**src/logic/fcsp_cfg.svh**
```systemverilog
// Purpose: Constants for the parallel flash command and status-poll controller.
// Assumes: Word-wide flash bus, 200 MHz ref_clk (5 ns period).
// Notes:   Strobe timings are plain defaults; adjust to the fitted part.
`ifndef FCSP_CFG_SVH
`define FCSP_CFG_SVH

// ==========================================================================
// Bus geometry
`define FCSP_ADDR_W 19
`define FCSP_DATA_W 16
`define FCSP_SECTOR_MASK 19'h7F000

// ==========================================================================
// Unlock and command codes (word mode)
`define FCSP_UNLOCK_A1 19'h00555
`define FCSP_UNLOCK_A2 19'h002AA
`define FCSP_QUERY_ADDR 19'h00055
`define FCSP_CODE_AA 16'h00AA
`define FCSP_CODE_55 16'h0055
`define FCSP_CODE_RESET 16'h00F0
`define FCSP_CODE_ID 16'h0090
`define FCSP_CODE_PROG 16'h00A0
`define FCSP_CODE_BYPASS 16'h0020
`define FCSP_CODE_ERASE 16'h0080
`define FCSP_CODE_CHIP 16'h0010
`define FCSP_CODE_SECTOR 16'h0030
`define FCSP_CODE_SUSPEND 16'h00B0
`define FCSP_CODE_RESUME 16'h0030
`define FCSP_CODE_QUERY 16'h0098
`define FCSP_CODE_EXIT2 16'h0000

// ==========================================================================
// Status bit positions
`define FCSP_BIT_POLL 7
`define FCSP_BIT_TOGGLE1 6
`define FCSP_BIT_TIMEOUT 5

// ==========================================================================
// Strobe timing
`define FCSP_CLK_NS 5
`define FCSP_T_STROBE_NS 70
`define FCSP_STROBE_CYC ((`FCSP_T_STROBE_NS + `FCSP_CLK_NS - 1) / `FCSP_CLK_NS)

`endif

```
**src/logic/fcsp_pkg.sv**
```systemverilog
// Purpose: Types shared by the flash controller modules.
// Assumes: fcsp_cfg.svh widths.
// Notes:   Command codes are the user-side opcodes.
`include "fcsp_cfg.svh"
package fcsp_pkg;

  typedef enum logic [3:0] {
    FCSP_CMD_READ = 4'h0,
    FCSP_CMD_RESET = 4'h1,
    FCSP_CMD_PROGRAM = 4'h2,
    FCSP_CMD_CHIP_ERASE = 4'h3,
    FCSP_CMD_SECTOR_ERASE = 4'h4,
    FCSP_CMD_ADD_SECTOR = 4'h5,
    FCSP_CMD_SUSPEND = 4'h6,
    FCSP_CMD_RESUME = 4'h7,
    FCSP_CMD_ID_READ = 4'h8,
    FCSP_CMD_QUERY = 4'h9,
    FCSP_CMD_BYPASS_ENTER = 4'hA,
    FCSP_CMD_BYPASS_PROG = 4'hB,
    FCSP_CMD_BYPASS_EXIT = 4'hC,
    FCSP_CMD_POLL = 4'hD
  } fcsp_cmd_type;

  typedef enum logic [1:0] {
    FCSP_STEP_END = 2'h0,
    FCSP_STEP_WRITE = 2'h1,
    FCSP_STEP_READ = 2'h2
  } fcsp_kind_type;

  typedef struct packed {
    fcsp_kind_type kind;
    logic [`FCSP_ADDR_W-1:0] addr;
    logic [`FCSP_DATA_W-1:0] data;
  } fcsp_step_type;

  // ==========================================================================
  // Command sequence table; upper lanes always zero on commands
  function automatic fcsp_step_type unlockStep(input logic [2:0] idx);
    fcsp_step_type s;
    s.kind = FCSP_STEP_WRITE;
    s.addr = idx[0] ? `FCSP_UNLOCK_A2 : `FCSP_UNLOCK_A1;
    s.data = idx[0] ? `FCSP_CODE_55 : `FCSP_CODE_AA;
    return s;
  endfunction : unlockStep

  function automatic fcsp_step_type wr(input logic [`FCSP_ADDR_W-1:0] a,
                                       input logic [`FCSP_DATA_W-1:0] d);
    fcsp_step_type s;
    s.kind = FCSP_STEP_WRITE;
    s.addr = a;
    s.data = d;
    return s;
  endfunction : wr

  function automatic fcsp_step_type seqStep(input fcsp_cmd_type c, input logic [2:0] i,
                                            input logic [`FCSP_ADDR_W-1:0] a,
                                            input logic [`FCSP_DATA_W-1:0] d);
    fcsp_step_type s;
    logic [`FCSP_ADDR_W-1:0] sa;
    s = '{kind: FCSP_STEP_END, addr: '0, data: '0};
    sa = a & `FCSP_SECTOR_MASK;
    case (c)
      FCSP_CMD_READ: if (i == 3'd0) s = '{kind: FCSP_STEP_READ, addr: a, data: '0};
      FCSP_CMD_RESET: if (i == 3'd0) s = wr('0, `FCSP_CODE_RESET);
      FCSP_CMD_PROGRAM: begin
        if (i < 3'd2) s = unlockStep(i);
        else if (i == 3'd2) s = wr(`FCSP_UNLOCK_A1, `FCSP_CODE_PROG);
        else if (i == 3'd3) s = wr(a, d);
      end
      FCSP_CMD_CHIP_ERASE, FCSP_CMD_SECTOR_ERASE: begin
        if (i == 3'd0 || i == 3'd1) s = unlockStep(i);
        else if (i == 3'd2) s = wr(`FCSP_UNLOCK_A1, `FCSP_CODE_ERASE);
        else if (i == 3'd3 || i == 3'd4) s = unlockStep(i - 3'd3);
        else if (i == 3'd5) begin
          s = (c == FCSP_CMD_CHIP_ERASE) ? wr(`FCSP_UNLOCK_A1, `FCSP_CODE_CHIP)
                                         : wr(sa, `FCSP_CODE_SECTOR);
        end
      end
      FCSP_CMD_ADD_SECTOR: if (i == 3'd0) s = wr(sa, `FCSP_CODE_SECTOR);
      FCSP_CMD_SUSPEND: if (i == 3'd0) s = wr('0, `FCSP_CODE_SUSPEND);
      FCSP_CMD_RESUME: if (i == 3'd0) s = wr('0, `FCSP_CODE_RESUME);
      FCSP_CMD_ID_READ: begin
        if (i < 3'd2) s = unlockStep(i);
        else if (i == 3'd2) s = wr(`FCSP_UNLOCK_A1, `FCSP_CODE_ID);
        else if (i == 3'd3) s = '{kind: FCSP_STEP_READ, addr: a, data: '0};
        else if (i == 3'd4) s = wr('0, `FCSP_CODE_RESET);
      end
      FCSP_CMD_QUERY: begin
        if (i == 3'd0) s = wr(`FCSP_QUERY_ADDR, `FCSP_CODE_QUERY);
        else if (i == 3'd1) s = '{kind: FCSP_STEP_READ, addr: a, data: '0};
        else if (i == 3'd2) s = wr('0, `FCSP_CODE_RESET);
      end
      FCSP_CMD_BYPASS_ENTER: begin
        if (i < 3'd2) s = unlockStep(i);
        else if (i == 3'd2) s = wr(`FCSP_UNLOCK_A1, `FCSP_CODE_BYPASS);
      end
      FCSP_CMD_BYPASS_PROG: begin
        if (i == 3'd0) s = wr('0, `FCSP_CODE_PROG);
        else if (i == 3'd1) s = wr(a, d);
      end
      FCSP_CMD_BYPASS_EXIT: begin
        if (i == 3'd0) s = wr('0, `FCSP_CODE_ID);
        else if (i == 3'd1) s = wr('0, `FCSP_CODE_EXIT2);
      end
      default: s = '{kind: FCSP_STEP_END, addr: '0, data: '0};
    endcase
    return s;
  endfunction : seqStep

endpackage : fcsp_pkg

```
**src/logic/fcsp_cyc_if.sv**
```systemverilog
// Purpose: One flash bus cycle request between sequencer and cycle engine.
// Assumes: Single clock domain.
// Notes:   req is held until done pulses.
`timescale 1ns/1ps
`include "fcsp_cfg.svh"
interface fcsp_cyc_if;
  logic req;
  logic isWrite;
  logic [`FCSP_ADDR_W-1:0] addr;
  logic [`FCSP_DATA_W-1:0] wdata;
  logic done;
  logic [`FCSP_DATA_W-1:0] rdata;

  modport master (output req, output isWrite, output addr, output wdata,
                  input done, input rdata);
  modport slave (input req, input isWrite, input addr, input wdata,
                 output done, output rdata);
endinterface : fcsp_cyc_if

```
**src/logic/fcsp_bus_cycle.sv**
```systemverilog
// Purpose: Runs one asynchronous flash read or write cycle on the pins.
// Assumes: Chip select framing the write or output strobe.
// Notes:   Write strobe falls after and rises before chip select.
`timescale 1ns/1ps
`include "fcsp_cfg.svh"
module fcsp_bus_cycle
  import fcsp_pkg::*;
(
  input wire logic ref_clk,
  input wire logic reset,
  fcsp_cyc_if.slave cyc,
  output logic [`FCSP_ADDR_W-1:0] flashAddr,
  output logic [`FCSP_DATA_W-1:0] dqOut,
  output logic dqOe,
  input wire logic [`FCSP_DATA_W-1:0] dqIn,
  output logic ceN,
  output logic weN,
  output logic oeN
);

  typedef enum logic [3:0] {
    FCSP_E_IDLE = 4'b0001,
    FCSP_E_SETUP = 4'b0010,
    FCSP_E_STROBE = 4'b0100,
    FCSP_E_HOLD = 4'b1000
  } fcsp_eng_type;

  fcsp_eng_type state_r;
  logic [7:0] count_r;
  logic [`FCSP_DATA_W-1:0] rdata_r;

  // ==========================================================================
  // Cycle phases
  always_ff @(posedge ref_clk) begin
    if (reset) begin
      state_r <= FCSP_E_IDLE;
      count_r <= 8'h00;
    end else begin
      case (state_r)
        FCSP_E_IDLE: begin
          if (cyc.req) begin
            state_r <= FCSP_E_SETUP;
          end
        end
        FCSP_E_SETUP: begin
          state_r <= FCSP_E_STROBE;
          count_r <= 8'(`FCSP_STROBE_CYC - 1);
        end
        FCSP_E_STROBE: begin
          if (count_r == 8'h00) begin
            state_r <= FCSP_E_HOLD;
          end else begin
            count_r <= count_r - 8'h01;
          end
        end
        default: begin
          state_r <= FCSP_E_IDLE;
        end
      endcase
    end
  end

  // ==========================================================================
  // Pins: address held through the cycle, so either latching edge sees it
  always_ff @(posedge ref_clk) begin
    if (reset) begin
      flashAddr <= '0;
      dqOut <= '0;
      dqOe <= 1'b0;
      ceN <= 1'b1;
      weN <= 1'b1;
      oeN <= 1'b1;
    end else begin
      if (state_r == FCSP_E_IDLE && cyc.req) begin
        flashAddr <= cyc.addr;
        dqOut <= cyc.wdata;
        dqOe <= cyc.isWrite;
        ceN <= 1'b0;
      end
      // Write strobe falls last and rises first, so it sets both edges
      if (state_r == FCSP_E_SETUP) begin
        weN <= ~cyc.isWrite;
        oeN <= cyc.isWrite;
      end
      if (state_r == FCSP_E_STROBE && count_r == 8'h00) begin
        weN <= 1'b1;
        oeN <= 1'b1;
      end
      if (state_r == FCSP_E_HOLD) begin
        ceN <= 1'b1;
        dqOe <= 1'b0;
      end
    end
  end

  always_ff @(posedge ref_clk) begin
    if (reset) begin
      rdata_r <= '0;
    end else if (state_r == FCSP_E_STROBE && count_r == 8'h00 && !cyc.isWrite) begin
      rdata_r <= dqIn;
    end
  end

  assign cyc.done = (state_r == FCSP_E_HOLD);
  assign cyc.rdata = rdata_r;

endmodule : fcsp_bus_cycle

```
**src/logic/flash_cmd_status_poll.sv**
```systemverilog
// Purpose: Host-side controller issuing flash command sequences and polling status.
// Assumes: Word-mode flash on plain pins; orders taken on a user port.
// Notes:
`timescale 1ns/1ps
`include "fcsp_cfg.svh"
module flash_cmd_status_poll
  import fcsp_pkg::*;
#(
  parameter int ADDR_W = `FCSP_ADDR_W,
  parameter int DATA_W = `FCSP_DATA_W
) (
  input wire logic ref_clk,
  input wire logic reset,
  input wire logic cmdValid,
  output logic cmdReady,
  input wire logic [3:0] cmdCode,
  input wire logic [ADDR_W-1:0] cmdAddr,
  input wire logic [DATA_W-1:0] cmdData,
  output logic rspDone,
  output logic [DATA_W-1:0] rspData,
  output logic rspFail,
  output logic rspRefused,
  output logic flashBusy,
  output logic bypassActive,
  output logic eraseActive,
  output logic suspendActive,
  output logic [ADDR_W-1:0] flashAddr,
  output logic [DATA_W-1:0] dqOut,
  output logic dqOe,
  input wire logic [DATA_W-1:0] dqIn,
  output logic ceN,
  output logic weN,
  output logic oeN,
  input wire logic readyBusyN
);

  typedef enum logic [5:0] {
    FCSP_S_IDLE = 6'b000001,
    FCSP_S_ISSUE = 6'b000010,
    FCSP_S_WAIT = 6'b000100,
    FCSP_S_POLLA = 6'b001000,
    FCSP_S_POLLB = 6'b010000,
    FCSP_S_FINAL = 6'b100000
  } fcsp_state_type;

  fcsp_state_type state_r;
  fcsp_cmd_type cmd_r;
  logic [ADDR_W-1:0] opAddr_r;
  logic [DATA_W-1:0] opData_r;
  logic [2:0] stepIdx_r;
  logic [DATA_W-1:0] firstRead_r;
  logic recheck_r;
  logic failing_r;
  logic window_r;
  logic needPoll_r;
  logic busy_r;
  fcsp_step_type step;
  logic refuse;
  logic toggling;
  logic cycReq;

  fcsp_cyc_if cyc ();

  assign step = seqStep(cmd_r, stepIdx_r, opAddr_r, opData_r);

  // ==========================================================================
  // Acceptance of orders against the tracked flash mode
  always_comb begin
    refuse = 1'b0;
    case (fcsp_cmd_type'(cmdCode))
      FCSP_CMD_BYPASS_PROG: refuse = !bypassActive;
      FCSP_CMD_SUSPEND: refuse = !eraseActive || suspendActive;
      FCSP_CMD_RESUME: refuse = !suspendActive;
      FCSP_CMD_QUERY: refuse = bypassActive || (eraseActive && !suspendActive);
      FCSP_CMD_ADD_SECTOR: refuse = !window_r;
      FCSP_CMD_READ, FCSP_CMD_RESET, FCSP_CMD_POLL, FCSP_CMD_BYPASS_EXIT: refuse = 1'b0;
      FCSP_CMD_PROGRAM, FCSP_CMD_ID_READ: refuse = bypassActive || (eraseActive && !suspendActive);
      default: refuse = bypassActive || eraseActive;
    endcase
    if (cmdCode > 4'hD) begin
      refuse = 1'b1;
    end
  end

  // Toggling judged on two back-to-back reads at the operation address
  assign toggling = firstRead_r[`FCSP_BIT_TOGGLE1] != cyc.rdata[`FCSP_BIT_TOGGLE1];
  assign cmdReady = (state_r == FCSP_S_IDLE);

  // ==========================================================================
  // Sequencer
  always_ff @(posedge ref_clk) begin
    if (reset) begin
      state_r <= FCSP_S_IDLE;
      cmd_r <= FCSP_CMD_READ;
      opAddr_r <= '0;
      opData_r <= '0;
      stepIdx_r <= 3'd0;
      firstRead_r <= '0;
      recheck_r <= 1'b0;
      failing_r <= 1'b0;
      needPoll_r <= 1'b0;
    end else begin
      case (state_r)
        FCSP_S_IDLE: begin
          if (cmdValid && !refuse) begin
            state_r <= FCSP_S_ISSUE;
            cmd_r <= fcsp_cmd_type'(cmdCode);
            opAddr_r <= cmdAddr;
            opData_r <= cmdData;
            stepIdx_r <= 3'd0;
            recheck_r <= 1'b0;
            failing_r <= 1'b0;
            needPoll_r <= cmdCode == FCSP_CMD_PROGRAM || cmdCode == FCSP_CMD_BYPASS_PROG
                          || cmdCode == FCSP_CMD_SUSPEND || cmdCode == FCSP_CMD_POLL;
          end
        end
        FCSP_S_ISSUE: begin
          if (step.kind == FCSP_STEP_END) begin
            // Status only trusted after the final write strobe has risen
            state_r <= needPoll_r ? FCSP_S_POLLA : FCSP_S_IDLE;
          end else begin
            state_r <= FCSP_S_WAIT;
          end
        end
        FCSP_S_WAIT: begin
          if (cyc.done) begin
            stepIdx_r <= stepIdx_r + 3'd1;
            state_r <= FCSP_S_ISSUE;
          end
        end
        FCSP_S_POLLA: begin
          if (cyc.done) begin
            firstRead_r <= cyc.rdata;
            state_r <= FCSP_S_POLLB;
          end
        end
        FCSP_S_POLLB: begin
          if (cyc.done) begin
            if (!toggling) begin
              state_r <= FCSP_S_FINAL;
            end else if (cyc.rdata[`FCSP_BIT_TIMEOUT] && recheck_r) begin
              // Still toggling after the flag rose: failed, send reset
              failing_r <= 1'b1;
              needPoll_r <= 1'b0;
              cmd_r <= FCSP_CMD_RESET;
              stepIdx_r <= 3'd0;
              state_r <= FCSP_S_ISSUE;
            end else begin
              // Toggle may stop just as the flag rises, so look once more
              recheck_r <= cyc.rdata[`FCSP_BIT_TIMEOUT];
              state_r <= FCSP_S_POLLA;
            end
          end
        end
        FCSP_S_FINAL: begin
          if (cyc.done) begin
            state_r <= FCSP_S_IDLE;
          end
        end
        default: state_r <= FCSP_S_IDLE;
      endcase
    end
  end

  // Status reads go to the operation address, never an arbitrary one
  assign cycReq = (state_r == FCSP_S_ISSUE && step.kind != FCSP_STEP_END) ||
                  (state_r == FCSP_S_WAIT && !cyc.done) ||
                  state_r == FCSP_S_POLLA || state_r == FCSP_S_POLLB ||
                  state_r == FCSP_S_FINAL;
  assign cyc.req = cycReq && !cyc.done;
  assign cyc.isWrite = (state_r == FCSP_S_ISSUE || state_r == FCSP_S_WAIT) &&
                       step.kind == FCSP_STEP_WRITE;
  assign cyc.addr = (state_r == FCSP_S_ISSUE || state_r == FCSP_S_WAIT) ? step.addr
                    : opAddr_r;
  assign cyc.wdata = step.data;

  // ==========================================================================
  // Answer to the user
  always_ff @(posedge ref_clk) begin
    if (reset) begin
      rspDone <= 1'b0;
      rspData <= '0;
      rspFail <= 1'b0;
      rspRefused <= 1'b0;
    end else begin
      rspDone <= 1'b0;
      if (state_r == FCSP_S_IDLE && cmdValid && refuse) begin
        rspDone <= 1'b1;
        rspRefused <= 1'b1;
        rspFail <= 1'b0;
      end else if ((state_r == FCSP_S_ISSUE && step.kind == FCSP_STEP_END && !needPoll_r) ||
                   (state_r == FCSP_S_FINAL && cyc.done)) begin
        rspDone <= 1'b1;
        rspRefused <= 1'b0;
        rspFail <= failing_r;
      end
      if ((state_r == FCSP_S_WAIT && step.kind == FCSP_STEP_READ) || state_r == FCSP_S_FINAL) begin
        if (cyc.done) begin
          rspData <= cyc.rdata;
        end
      end
    end
  end

  // ==========================================================================
  // Tracked flash mode
  always_ff @(posedge ref_clk) begin
    if (reset) begin
      bypassActive <= 1'b0;
      eraseActive <= 1'b0;
      suspendActive <= 1'b0;
      window_r <= 1'b0;
    end else if (state_r == FCSP_S_IDLE && cmdValid && !refuse) begin
      window_r <= cmdCode == FCSP_CMD_SECTOR_ERASE || cmdCode == FCSP_CMD_ADD_SECTOR;
      case (fcsp_cmd_type'(cmdCode))
        FCSP_CMD_BYPASS_ENTER: bypassActive <= 1'b1;
        FCSP_CMD_BYPASS_EXIT, FCSP_CMD_RESET: bypassActive <= 1'b0;
        FCSP_CMD_SECTOR_ERASE, FCSP_CMD_CHIP_ERASE: eraseActive <= 1'b1;
        FCSP_CMD_SUSPEND: suspendActive <= 1'b1;
        FCSP_CMD_RESUME: suspendActive <= 1'b0;
        default: bypassActive <= bypassActive;
      endcase
    end else if (state_r == FCSP_S_FINAL && cyc.done && cmd_r == FCSP_CMD_POLL) begin
      eraseActive <= eraseActive && suspendActive;
    end else if (failing_r && state_r == FCSP_S_ISSUE && step.kind == FCSP_STEP_END) begin
      eraseActive <= 1'b0;
      suspendActive <= 1'b0;
    end
  end

  // Open-drain ready/busy pin, pulled up, low while the flash works
  always_ff @(posedge ref_clk) begin
    if (reset) begin
      busy_r <= 1'b0;
    end else begin
      busy_r <= ~readyBusyN;
    end
  end
  assign flashBusy = busy_r;

  fcsp_bus_cycle u_cycle (
    .ref_clk(ref_clk),
    .reset(reset),
    .cyc(cyc.slave),
    .flashAddr(flashAddr),
    .dqOut(dqOut),
    .dqOe(dqOe),
    .dqIn(dqIn),
    .ceN(ceN),
    .weN(weN),
    .oeN(oeN)
  );

endmodule : flash_cmd_status_poll

```
**config.mk**
```make
export PLATFORM = sky130hd
export DESIGN_NAME = flash_cmd_status_poll
export DESIGN_NICKNAME = d
export VERILOG_FILES = /design/src/logic/fcsp_pkg.sv /design/src/logic/fcsp_cyc_if.sv /design/src/logic/fcsp_bus_cycle.sv /design/src/logic/flash_cmd_status_poll.sv
export VERILOG_INCLUDE_DIRS = /design/src /design/src/logic
export SDC_FILE = /design/constraint.sdc
export NUM_CORES = 1
export LEC_CHECK = 0
export BUFFER_PORTS_ARGS = -buffer_cell sky130_fd_sc_hd__buf_2
export CAP_MARGIN = 20
export CORE_ASPECT_RATIO = 1.75
export CORE_MARGIN = 3
export CORE_UTILIZATION = 60
export CTS_CLUSTER_DIAMETER = 30
export DETAILED_ROUTE_END_ITERATION = 6
export PLACE_DENSITY = 0.85
export SLEW_MARGIN = 30
export SYNTH_ARGS = -nofsm -noshare
export SYNTH_HDL_FRONTEND = slang
export SYNTH_HIERARCHICAL = 1
export SYNTH_SLANG_ARGS = --single-unit
```
**constraint.sdc**
```tcl
create_clock -name ref_clk -period 8.9 [get_ports ref_clk]
set_input_delay 1.335 -clock ref_clk [delete_from_list [all_inputs] [get_ports ref_clk]]
set_output_delay 1.335 -clock ref_clk [all_outputs]
set_load 0.02 [all_outputs]
```
* After elaboration in Yosys (flattened, before gate mapping)
Cells that the tools add are included. W data, S select, Z words.
Cells by class: add/subtract/negate cells 3, multiply operators 0, div/mod/pow operators 0, order comparisons 2, eq/ne operators 58, shift-type cells 0, muxes and demuxes 86, bitwise logic cells 2, reductions and logical operators 78
Operators by type and width (number):
- $mux W36 | 19
- $pmux W37 S12 | 1
- $mux W37 | 6
- $eq A4 B4 Y1 const B | 13
- $eq A4 B3 Y1 const B | 9
- $mux W4 | 9
- $mux W6 | 6
- $pmux W6 S6 | 1
- $mux W35 | 1
- $mux W8 | 3
- $mux W1 | 22
- $mux W11 | 2
- $logic_and A1 B1 Y1 | 21
- $eq A4 B2 Y1 const B | 5
- $ne A2 B2 Y1 const B | 10
- $mux W19 | 1
- $logic_or A1 B1 Y1 | 16
- $pmux W8 S2 | 1
- $mux W3 | 5
- $reduce_and A5 Y1 | 3
- $reduce_and A2 Y1 | 7
- $eq A4 B1 Y1 const B | 3
- $pmux W4 S3 | 1
- $reduce_bool A2 Y1 | 6
- 35 further kinds | 58
Word-level totals: register bits 149, latch bits 0, memory bits (writable) 0, ROM bits 0, bits of input ports 59, output and inout port bits 63, logic and storage cells 256, memories kept 0

* Longest topological paths before layout
Gate-level depths: netlist of run 1.
depth after elaboration 16, depth in mapped cells 14, gate-level depth less buffers 10

* Hierarchy
Netlist of run 1, hierarchy kept.
By module, submodules not included:
- flash_cmd_status_poll | times used 1, cells each 542, area each 4513.1 um^2
- fcsp_bus_cycle | times used 1, cells each 310, area each 2561.2 um^2

* Least setup slack after synthesis of run 1
OpenSTA, ideal clock, no wires.
kind flip-flop to flip-flop, from register stepIdx_r[0], to register u_cycle.dqOut[0], library setup time 0.070 ns, arrival time 3.222 ns, data required time 8.830 ns, slack 5.608 ns, stages on the path, launching flop included 15, clock period less this slack 3.292 ns, cell sequence dfxtp_1 clkbuf_1 clkinv_1 ha_1 clkbuf_1 nor4_1 o21ai_0 a211o_1 o31ai_1 a21oi_1 nand2_1 clkbuf_1 clkbuf_1 nand2_1 a21oi_1
Between the ends: cells in the longest elaborated chain, start to end 14, elaborated cells on any way between the ends 46
Ends and longest elaborated chain:
- start: declaration | RTL line flash_cmd_status_poll.sv:50 | logic [2:0] stepIdx_r;
- start signal: assignment | RTL line flash_cmd_status_poll.sv:127 | stepIdx_r <= stepIdx_r + 3'd1;
- $eq A3 B3 Y1, or another cell as far along | RTL line fcsp_pkg.sv:73, fcsp_pkg.sv:86
- $mux W36, or another cell as far along | RTL line fcsp_pkg.sv:86 | else if (i == 3'd4) s = wr('0, `FCSP_CODE_RESET);
- $mux W37 or $mux W36 (tied branches) | RTL line fcsp_pkg.sv:85, fcsp_pkg.sv:73
- $mux W37 or $mux W36 (tied branches) | RTL line fcsp_pkg.sv:84, fcsp_pkg.sv:72
- $mux W37 or $mux W36 (tied branches) | RTL line fcsp_pkg.sv:83, fcsp_pkg.sv:71
- $pmux W37 S12 * | RTL line fcsp_pkg.sv:62 | case (c)
- $reduce_bool A2 Y1 * | RTL line flash_cmd_status_poll.sv:166 | assign cycReq = (state_r == FCSP_S_ISSUE && step.kind != FCSP_STEP_END) ||
- $logic_and A1 B1 Y1 * | RTL line flash_cmd_status_poll.sv:166
- $logic_or A1 B1 Y1 * | RTL line flash_cmd_status_poll.sv:166
- $logic_or A1 B1 Y1 * | RTL line flash_cmd_status_poll.sv:167 | (state_r == FCSP_S_WAIT && !cyc.done) ||
- $logic_or A1 B1 Y1 * (2 in series) | RTL line flash_cmd_status_poll.sv:168 | state_r == FCSP_S_POLLA || state_r == FCSP_S_POLLB ||
- $logic_and A1 B1 Y1 * | RTL line flash_cmd_status_poll.sv:170 | assign cyc.req = cycReq && !cyc.done;
- named net cyc.req | RTL line fcsp_cyc_if.sv:7 | logic req;
- $logic_and A1 B1 Y1 * | RTL line fcsp_bus_cycle.sv:74 | if (state_r == FCSP_E_IDLE && cyc.req) begin
- end signal: assignment | RTL line fcsp_bus_cycle.sv:76 | dqOut <= cyc.wdata;
- end: declaration | RTL line fcsp_bus_cycle.sv:13 | output logic [`FCSP_DATA_W-1:0] dqOut,
Mark *: on every way through the listed nets, which the timed path passes. The rest lies on a longest branch. A chain may end at the register's enable or synchronous reset.

* Final worst setup path of run 1
from register stepIdx_r[0], to register u_cycle.dqOut[10]
The elaborated chain is that of the path after synthesis.

==> run_results.csv, run 1 <==
group,metric,value,unit
power,p_int,1310,uW
final_layout,areaGrowthSynthToFinish,15.9,%
setup_path,end_kind,"flip-flop",
setup_path,start_kind,"flip-flop",
yosys,syn_nets,919,
detailed_routing,routedWlPerCell,17.0,um
power,power,1920,uW
yosys,netlist_area,7070,um2
sta,max_freq,271,MHz
power,sequentialPowerShare,0.383,
floorplanning,die_y,150,um
setup_path,crit_chain,"clkinv_1, ha_1, o21ba_2, a2bb2oi_1, a211o_1, o31ai_1, a21oi_1, nand2_1, buf_4, nand2_1, a21oi_1",
sta,final_max_slew_viol_count,0,
sta,finalSetupViolCount,0,
yosys,ys_top_cells_by_area,"dfxtp_1, mux2i_1, nand2_1",
global_routing,grt.total_usage,0.282,
power,clockPowerShare,0.374,
floorplanning,start_util,0.626,
setup_path,max_stage_delay,0.53,ns
clock_tree,cts_root_buffer,"clkbuf_16",
setup_path,crit_family,"compound AO/OA/AOI/OAI gates",
final_layout,fillers,857,
setup_path,required,9.23,ns
yosys,ys_ff_latch,143,
yosys,synth_edf_count,0,
detailed_routing,drt-vias-per-instance,6.03,
clock_tree,cts.sinks,143,
placement,io_buffers,121,
yosys,yosysTopAreaCell,"dfxtp_1",
placement,gp_congestion,0.938,
sta,period_minus_slack,3.69,ns
yosys,synthFlopType,"dfxtp_1",
sta,tightest_slew,0.865,ns
yosys,ys_warn_count,6,
setup_path,path_class,"flip-flop to flip-flop",
yosys,ys_async_sr_fraction,0,
sta,slew_headroom,0.422,
floorplanning,io_pins,122,
floorplanning,rows,51,
setup_path,critical_path_peak_fanout,35,
power,switching_share,0.319,
detailed_routing,vias,6540,
final_layout,nets,1007,
power,irDropWorstVdd,0.000206,V
sta,fin_crit_sh,0.415,
final_layout,fin_util,0.726,
clock_tree,clkLatencyLatePin,0.42,ns
clock_tree,cts_tree,"yes",
sta,holdWs,0.451,ns
floorplanning,die_x,88.1,um
final_layout,n_antenna_cell,0,
floorplanning,die-area,13200,um2
detailed_routing,drc,0,
detailed_routing,detail_route.iter0.violations,539,
global_routing,grt_pass1_wl,29.4,mm
clock_tree,cts-buffers-inserted,17,
yosys,ys_types,84,
global_routing,grt_pass1_vias,6192,
power,netSwitchingPower,612,uW
global_routing,overflow,0,
clock_tree,htree_levels,4,
hold_path,hold_path.class,"flip-flop to flip-flop",
detailed_routing,firstDrtPassIters,6,
final_layout,drive_gt1_frac,0.194,
floorplanning,coreArea,11300,um2
clock_tree,cts_setup_buffers,0,
yosys,syn_avg_cell_area,8.30,um2
global_routing,grt_max_degree,74,
setup_path,critical-path-slowest-cell,"dfxtp_1",
sta,rsz0062_at_grt,"false",
yosys,seq_area_frac_synth,0.405,
sta,hold_viol,0,
placement,dp_hpwl,12.7,mm
global_routing,antenna_found_initial,0,
setup_path,crit_buf_inv,2,
sta,finalClockSkew,0.00880,ns
detailed_routing,antenna_left,0,
power,p_leak,0.00346,uW
clock_tree,ctsHoldBuffers,0,
flow_run,maxCapViolCount,0,
clock_tree,clkTransAtPathRegs,0.06,ns
sta,setup_tns,0,ns
power,p_comb_frac,0.243,
clock_tree,cts_max_path_buffers,2,
yosys,netlist.area_leader.share,0.405,
detailed_routing,totalWireLength,18.4,mm
setup_path,arrival,4.02,ns
power,p_per_area,234,nW/um2
status,status,"complete, no violations",
clock_tree,cts_resized,0,
yosys,synthCells,852,
power groups by stage:
stage	sequential, uW	clock (uW)	combinational, uW
after floorplan	734	0	369
after global placement	745	0	452
after detailed placement	747	0	458
after CTS	734	723	462
after global routing	741	750	509
final	735	718	466
synth_stat cells (all sizes together) (13+ instances only):
| master | count |
|---|---|
| nor2 | 91 |
| dfxtp | 143 |
| a21o | 16 |
| nand2 | 143 |
| clkbuf | 41 |
| nand3 | 15 |
| and2 | 17 |
| o21ai | 29 |
| a21oi | 82 |
| inv | 13 |
| buf | 19 |
| nor3 | 16 |
| mux2i | 56 |
| nor2b | 13 |
through the flow:
step,worst slack (ns),cell area [um2],cells
3_5_place_dp,5.29,7600,1053
3_3_place_gp,5.38,7600,1053
5_1_grt,4.85,8200,1085
4_1_cts,5.25,8200,1085
6_report,5.21,8200,1085
2_1_floorplan,5.61,7070,852
tightest hold or removal path, delay by kind of cell, from the launching register on:
| kind | cells | cell delay, ns |
|---|---|---|
| flip-flops | 1 | 0.30 |
| AO/OA/AOI/OAI | 1 | 0.05 |
| AND/OR/NAND/NOR | 1 | 0.05 |
worst paths after layout:
path	slack, ns	cells after the start	endpoint	start
max	5.21	11	u_cycle/dqOut[10]	stepIdx_r[0]
min	0.45	2	u_cycle/dqOut[13]	u_cycle/dqOut[13]
max reg2reg	5.21	11	u_cycle/dqOut[10]	stepIdx_r[0]
min reg2reg	0.45	2	u_cycle/dqOut[13]	u_cycle/dqOut[13]
flip-flops by register name, summed over array words and instances, names as in the netlist, 3 cells and up:
name and flops:
opAddr_r 19, u_cycle/flashAddr 19, opData_r 16, rspData 16
u_cycle/cyc.rdata 16, u_cycle/dqOut 16, u_cycle/count_r 8, state_r 6
cmd_r 4, u_cycle/state_r 4, stepIdx_r 3
cell type report:
cell class,instances,area (um2),area share
tap,132,165,0.0201
sequential,143,2860,0.349
timing repair buffer,130,676,0.0824
clock inverter,12,145,0.0177
clock buffer,20,457,0.0557
inverter,14,52.6,0.00641
multi-input combinational,634,3840,0.469
metal layers:
layer  track usage  up-vias  share of wire
li1              -     3168              -
met1         0.302     3080           0.38
met2         0.508      231           0.53
met3        0.0595       61          0.050
met4         0.141        0          0.037
met5             0        -              0
cells in the final DEF (no fill, tap or decap), types with 16 or more instances in the layout:
master and count:
a21o_1 16, a21oi_1 81, and2_1 17, buf_2 120
clkbuf_16 17, dfxtp_1 143, mux2i_1 56, nand2_1 143
nor2_1 91, o21ai_0 27
cell families (layout without fill, tap and decap cells):
group / Yosys count / in the layout / synth area share
mux: 57 / 57 / 0.0808
buf+inv: 75 / 176 / 0.0543
fa+ha+maj: 8 / 8 / 0.0141
flops: 143 / 143 / 0.405
compound gates: 197 / 197 / 0.182
xor+xnor: 6 / 6 / 0.00743
simple gates: 366 / 366 / 0.257
(Power assumes the default switching activity.)
==> inputs of run 2 (changes only) <==
CORE_UTILIZATION = 51   (was 60)
PLACE_DENSITY = 0.77   (was 0.85)
clock period = 3.09 ns   (was 8.9 ns; I/O delays follow)
==> run 2 against run 1 <==
  * Sequential power grew to 2.9 times the previous value
  * Utilization shrank 9.9 points
  * Non-clock buffer count grew 28
  * Largest power group unchanged
  * Clock power grew to 2.8 times the previous value
  * Power grew to 2.9 times the previous value
  * Cell area grew 3.3%
  * Final cell count grew 6.5%
  * Global-route usage shrank 4.1 points
  * First-iteration DRC count shrank 42%
  * Die area grew 17%
  * Critical path type unchanged
  * Sequential cell count is the same
  * Clock skew shrank 0.00086 ns
==> run_results.csv, run 2 (synthesized netlist as in run 1, its figures left out) <==
group,metric,value,unit
hold_path,hold_depth,2,
placement,dp_hpwl,13.2,mm
clock_tree,cts_tree,"yes",
sta,final_max_slew_viol_count,0,
power,irDropWorstVdd,0.000423,V
final_layout,multi_input_area,3840,um2
floorplanning,die-area,15400,um2
placement,io_buffers,121,
detailed_routing,drc,0,
power,clockPowerShare,0.362,
placement,dp_cells,1122,
sta,setup_tns,0,ns
global_routing,grt_max_degree,59,
sta,hold_viol,0,
floorplanning,coreArea,13500,um2
hold_path,hold_path.class,"primary input to flip-flop",
detailed_routing,antenna_left,0,
floorplanning,die_y,162,um
final_layout,top_regs,"opAddr_r: 19 flops, u_cycle/flashAddr: 19 flops",
floorplanning,start_util,0.523,
sta,finalClockSkew,0.00794,ns
power,netSwitchingPower,1840,uW
global_routing,grt_pass1_vias,6117,
status,status,"complete, no violations",
floorplanning,rows,56,
clock_tree,clkLatencyLatePin,0.42,ns
clock_tree,cts.sinks,143,
sta,rsz0062_at_grt,"false",
setup_path,start_kind,"flip-flop",
final_layout,drive_gt1_frac,0.219,
sta,slew_headroom,0.615,
final_layout,final_cells,1156,
power,p_comb_frac,0.260,
global_routing,overflow,0,
detailed_routing,firstDrtPassIters,5,
setup_path,r2r_cells,10,
setup_path,path_depth,10,
clock_tree,cts_root_buffer,"clkbuf_16",
setup_path,path_class,"flip-flop to flip-flop",
final_layout,fin_area,8480,um2
clock_tree,cts-buffers-inserted,17,
final_layout,fin_util,0.627,
final_layout,areaGrowthSynthToFinish,19.8,%
setup_path,required,3.37,ns
sta,period_minus_slack,2.94,ns
global_routing,grt_pass1_wl,29.3,mm
sta,fin_crit_sh,0.953,
flow_run,maxCapViolCount,0,
clock_tree,htree_levels,4,
floorplanning,io_pins,122,
placement,gp_congestion,0.970,
detailed_routing,drt-vias-per-instance,5.69,
sta,tightest_slew,0.578,ns
final_layout,seq_area,2860,um2
global_routing,antenna_found_initial,1,
setup_path,critical-path-slowest-cell,"or4_4",
detailed_routing,totalWireLength,18.5,mm
detailed_routing,routedWlPerCell,16.0,um
detailed_routing,vias,6578,
clock_tree,cts_max_path_buffers,2,
setup_path,crit_chain,"clkinv_2, ha_1, buf_4, nor4_1, o21ai_0, a211o_1, o21a_1, or4_4, nand2_1, a21oi_1",
clock_tree,clkTransAtPathRegs,0.06,ns
sta,max_freq,340,MHz
floorplanning,die_x,95.0,um
global_routing,grt.total_usage,0.241,
power,p_per_area,661,nW/um2
setup_path,critical_path_peak_fanout,16,
setup_path,crit_buf_inv,2,
setup_path,arrival,3.23,ns
power,p_leak,0.00361,uW
sta,finalSetupViolCount,0,
detailed_routing,detail_route.iter0.violations,313,
power,sequentialPowerShare,0.378,
final_layout,nets,1035,
power,power,5600,uW
setup_path,max_stage_delay,0.68,ns
final_layout,final_cell_mix,"nand2_1, dfxtp_1, buf_2, nor2_1, a21oi_1",
setup_path,end_kind,"flip-flop",
power,switching_share,0.330,
setup_path,crit_family,"simple AND/OR/NAND/NOR gates",
power,p_int,3750,uW
final_layout,fillers,1212,
placement,post_dp_cell_area,7880,um2
## run 2: cell count changes in the layout (fill, tap and decap cells not counted)
cell	before	now
clkbuf_1	1	0
buf_12	0	2
inv_8	0	3
clkinv_2	0	3
clkbuf_8	2	0
bufinv_16	2	1
buf_6	0	2
clkinv_1	1	0
diode_2	0	1
clkinvlp_4	2	1
buf_4	10	34
## run 2: area by class of cell
type,instances,share of cell area
clock buffers,17,0.0502
flip-flops and latches,143,0.338
inverters,14,0.00635
multi-input cells,634,0.453
repair buffers,158,0.108
well taps,174,0.0257
diodes,1,0.000295
clock inverters,15,0.0179
## run 2: power by group through the flow
stage | Sequential, uW | Combinational, uW | Clock (uW)
6_report | 2120 | 1450 | 2030
3_5_place_dp | 2150 | 1420 | 0
2_1_floorplan | 2110 | 1060 | 0
3_3_place_gp | 2150 | 1400 | 0
5_1_grt | 2140 | 1570 | 2130
4_1_cts | 2120 | 1430 | 2050
## run 2: repair_timing
action	4_1_cts	5_1_grt
setup endpoints to repair	0	26
setup buffers	0	1
hold buffers	0	0
gates resized for setup	0	2
## run 2: worst paths after layout
kind	start	to	slack (ns)
max	stepIdx_r[0]	u_cycle/cyc.rdata[12]	0.15
min	readyBusyN	flashBusy	0.19
max reg2reg	stepIdx_r[0]	u_cycle/cyc.rdata[12]	0.15
min reg2reg	u_cycle/flashAddr[8]	u_cycle/flashAddr[8]	0.45
## run 2: layer usage
layer	part of all wire	track usage	up-vias
met1	0.39	0.274	3071
met2	0.52	0.414	197
met5	0	0	-
met4	0.051	0.138	0
li1	-	-	3244
met3	0.042	0.0449	66
## run 2: through the flow
step / hold WS, ns / setup slack (ns)
after floorplan: 0.436 / 0.0336
after detailed placement: 0.444 / 0.176
after global routing: 0.180 / 0.0126
after CTS: 0.175 / 0.162
final: 0.186 / 0.147
after global placement: 0.440 / 0.215
## run 2: worst reg2reg max path, delay by kind of cell, from the launching register on
| family | cells | cell delay, ns |
|---|---|---|
| AOI/OAI and AO/OA | 4 | 0.85 |
| adders and majority gates | 1 | 0.24 |
| buffers and inverters | 2 | 0.32 |
| DFF | 1 | 0.34 |
| and+or+nand+nor | 3 | 1.05 |
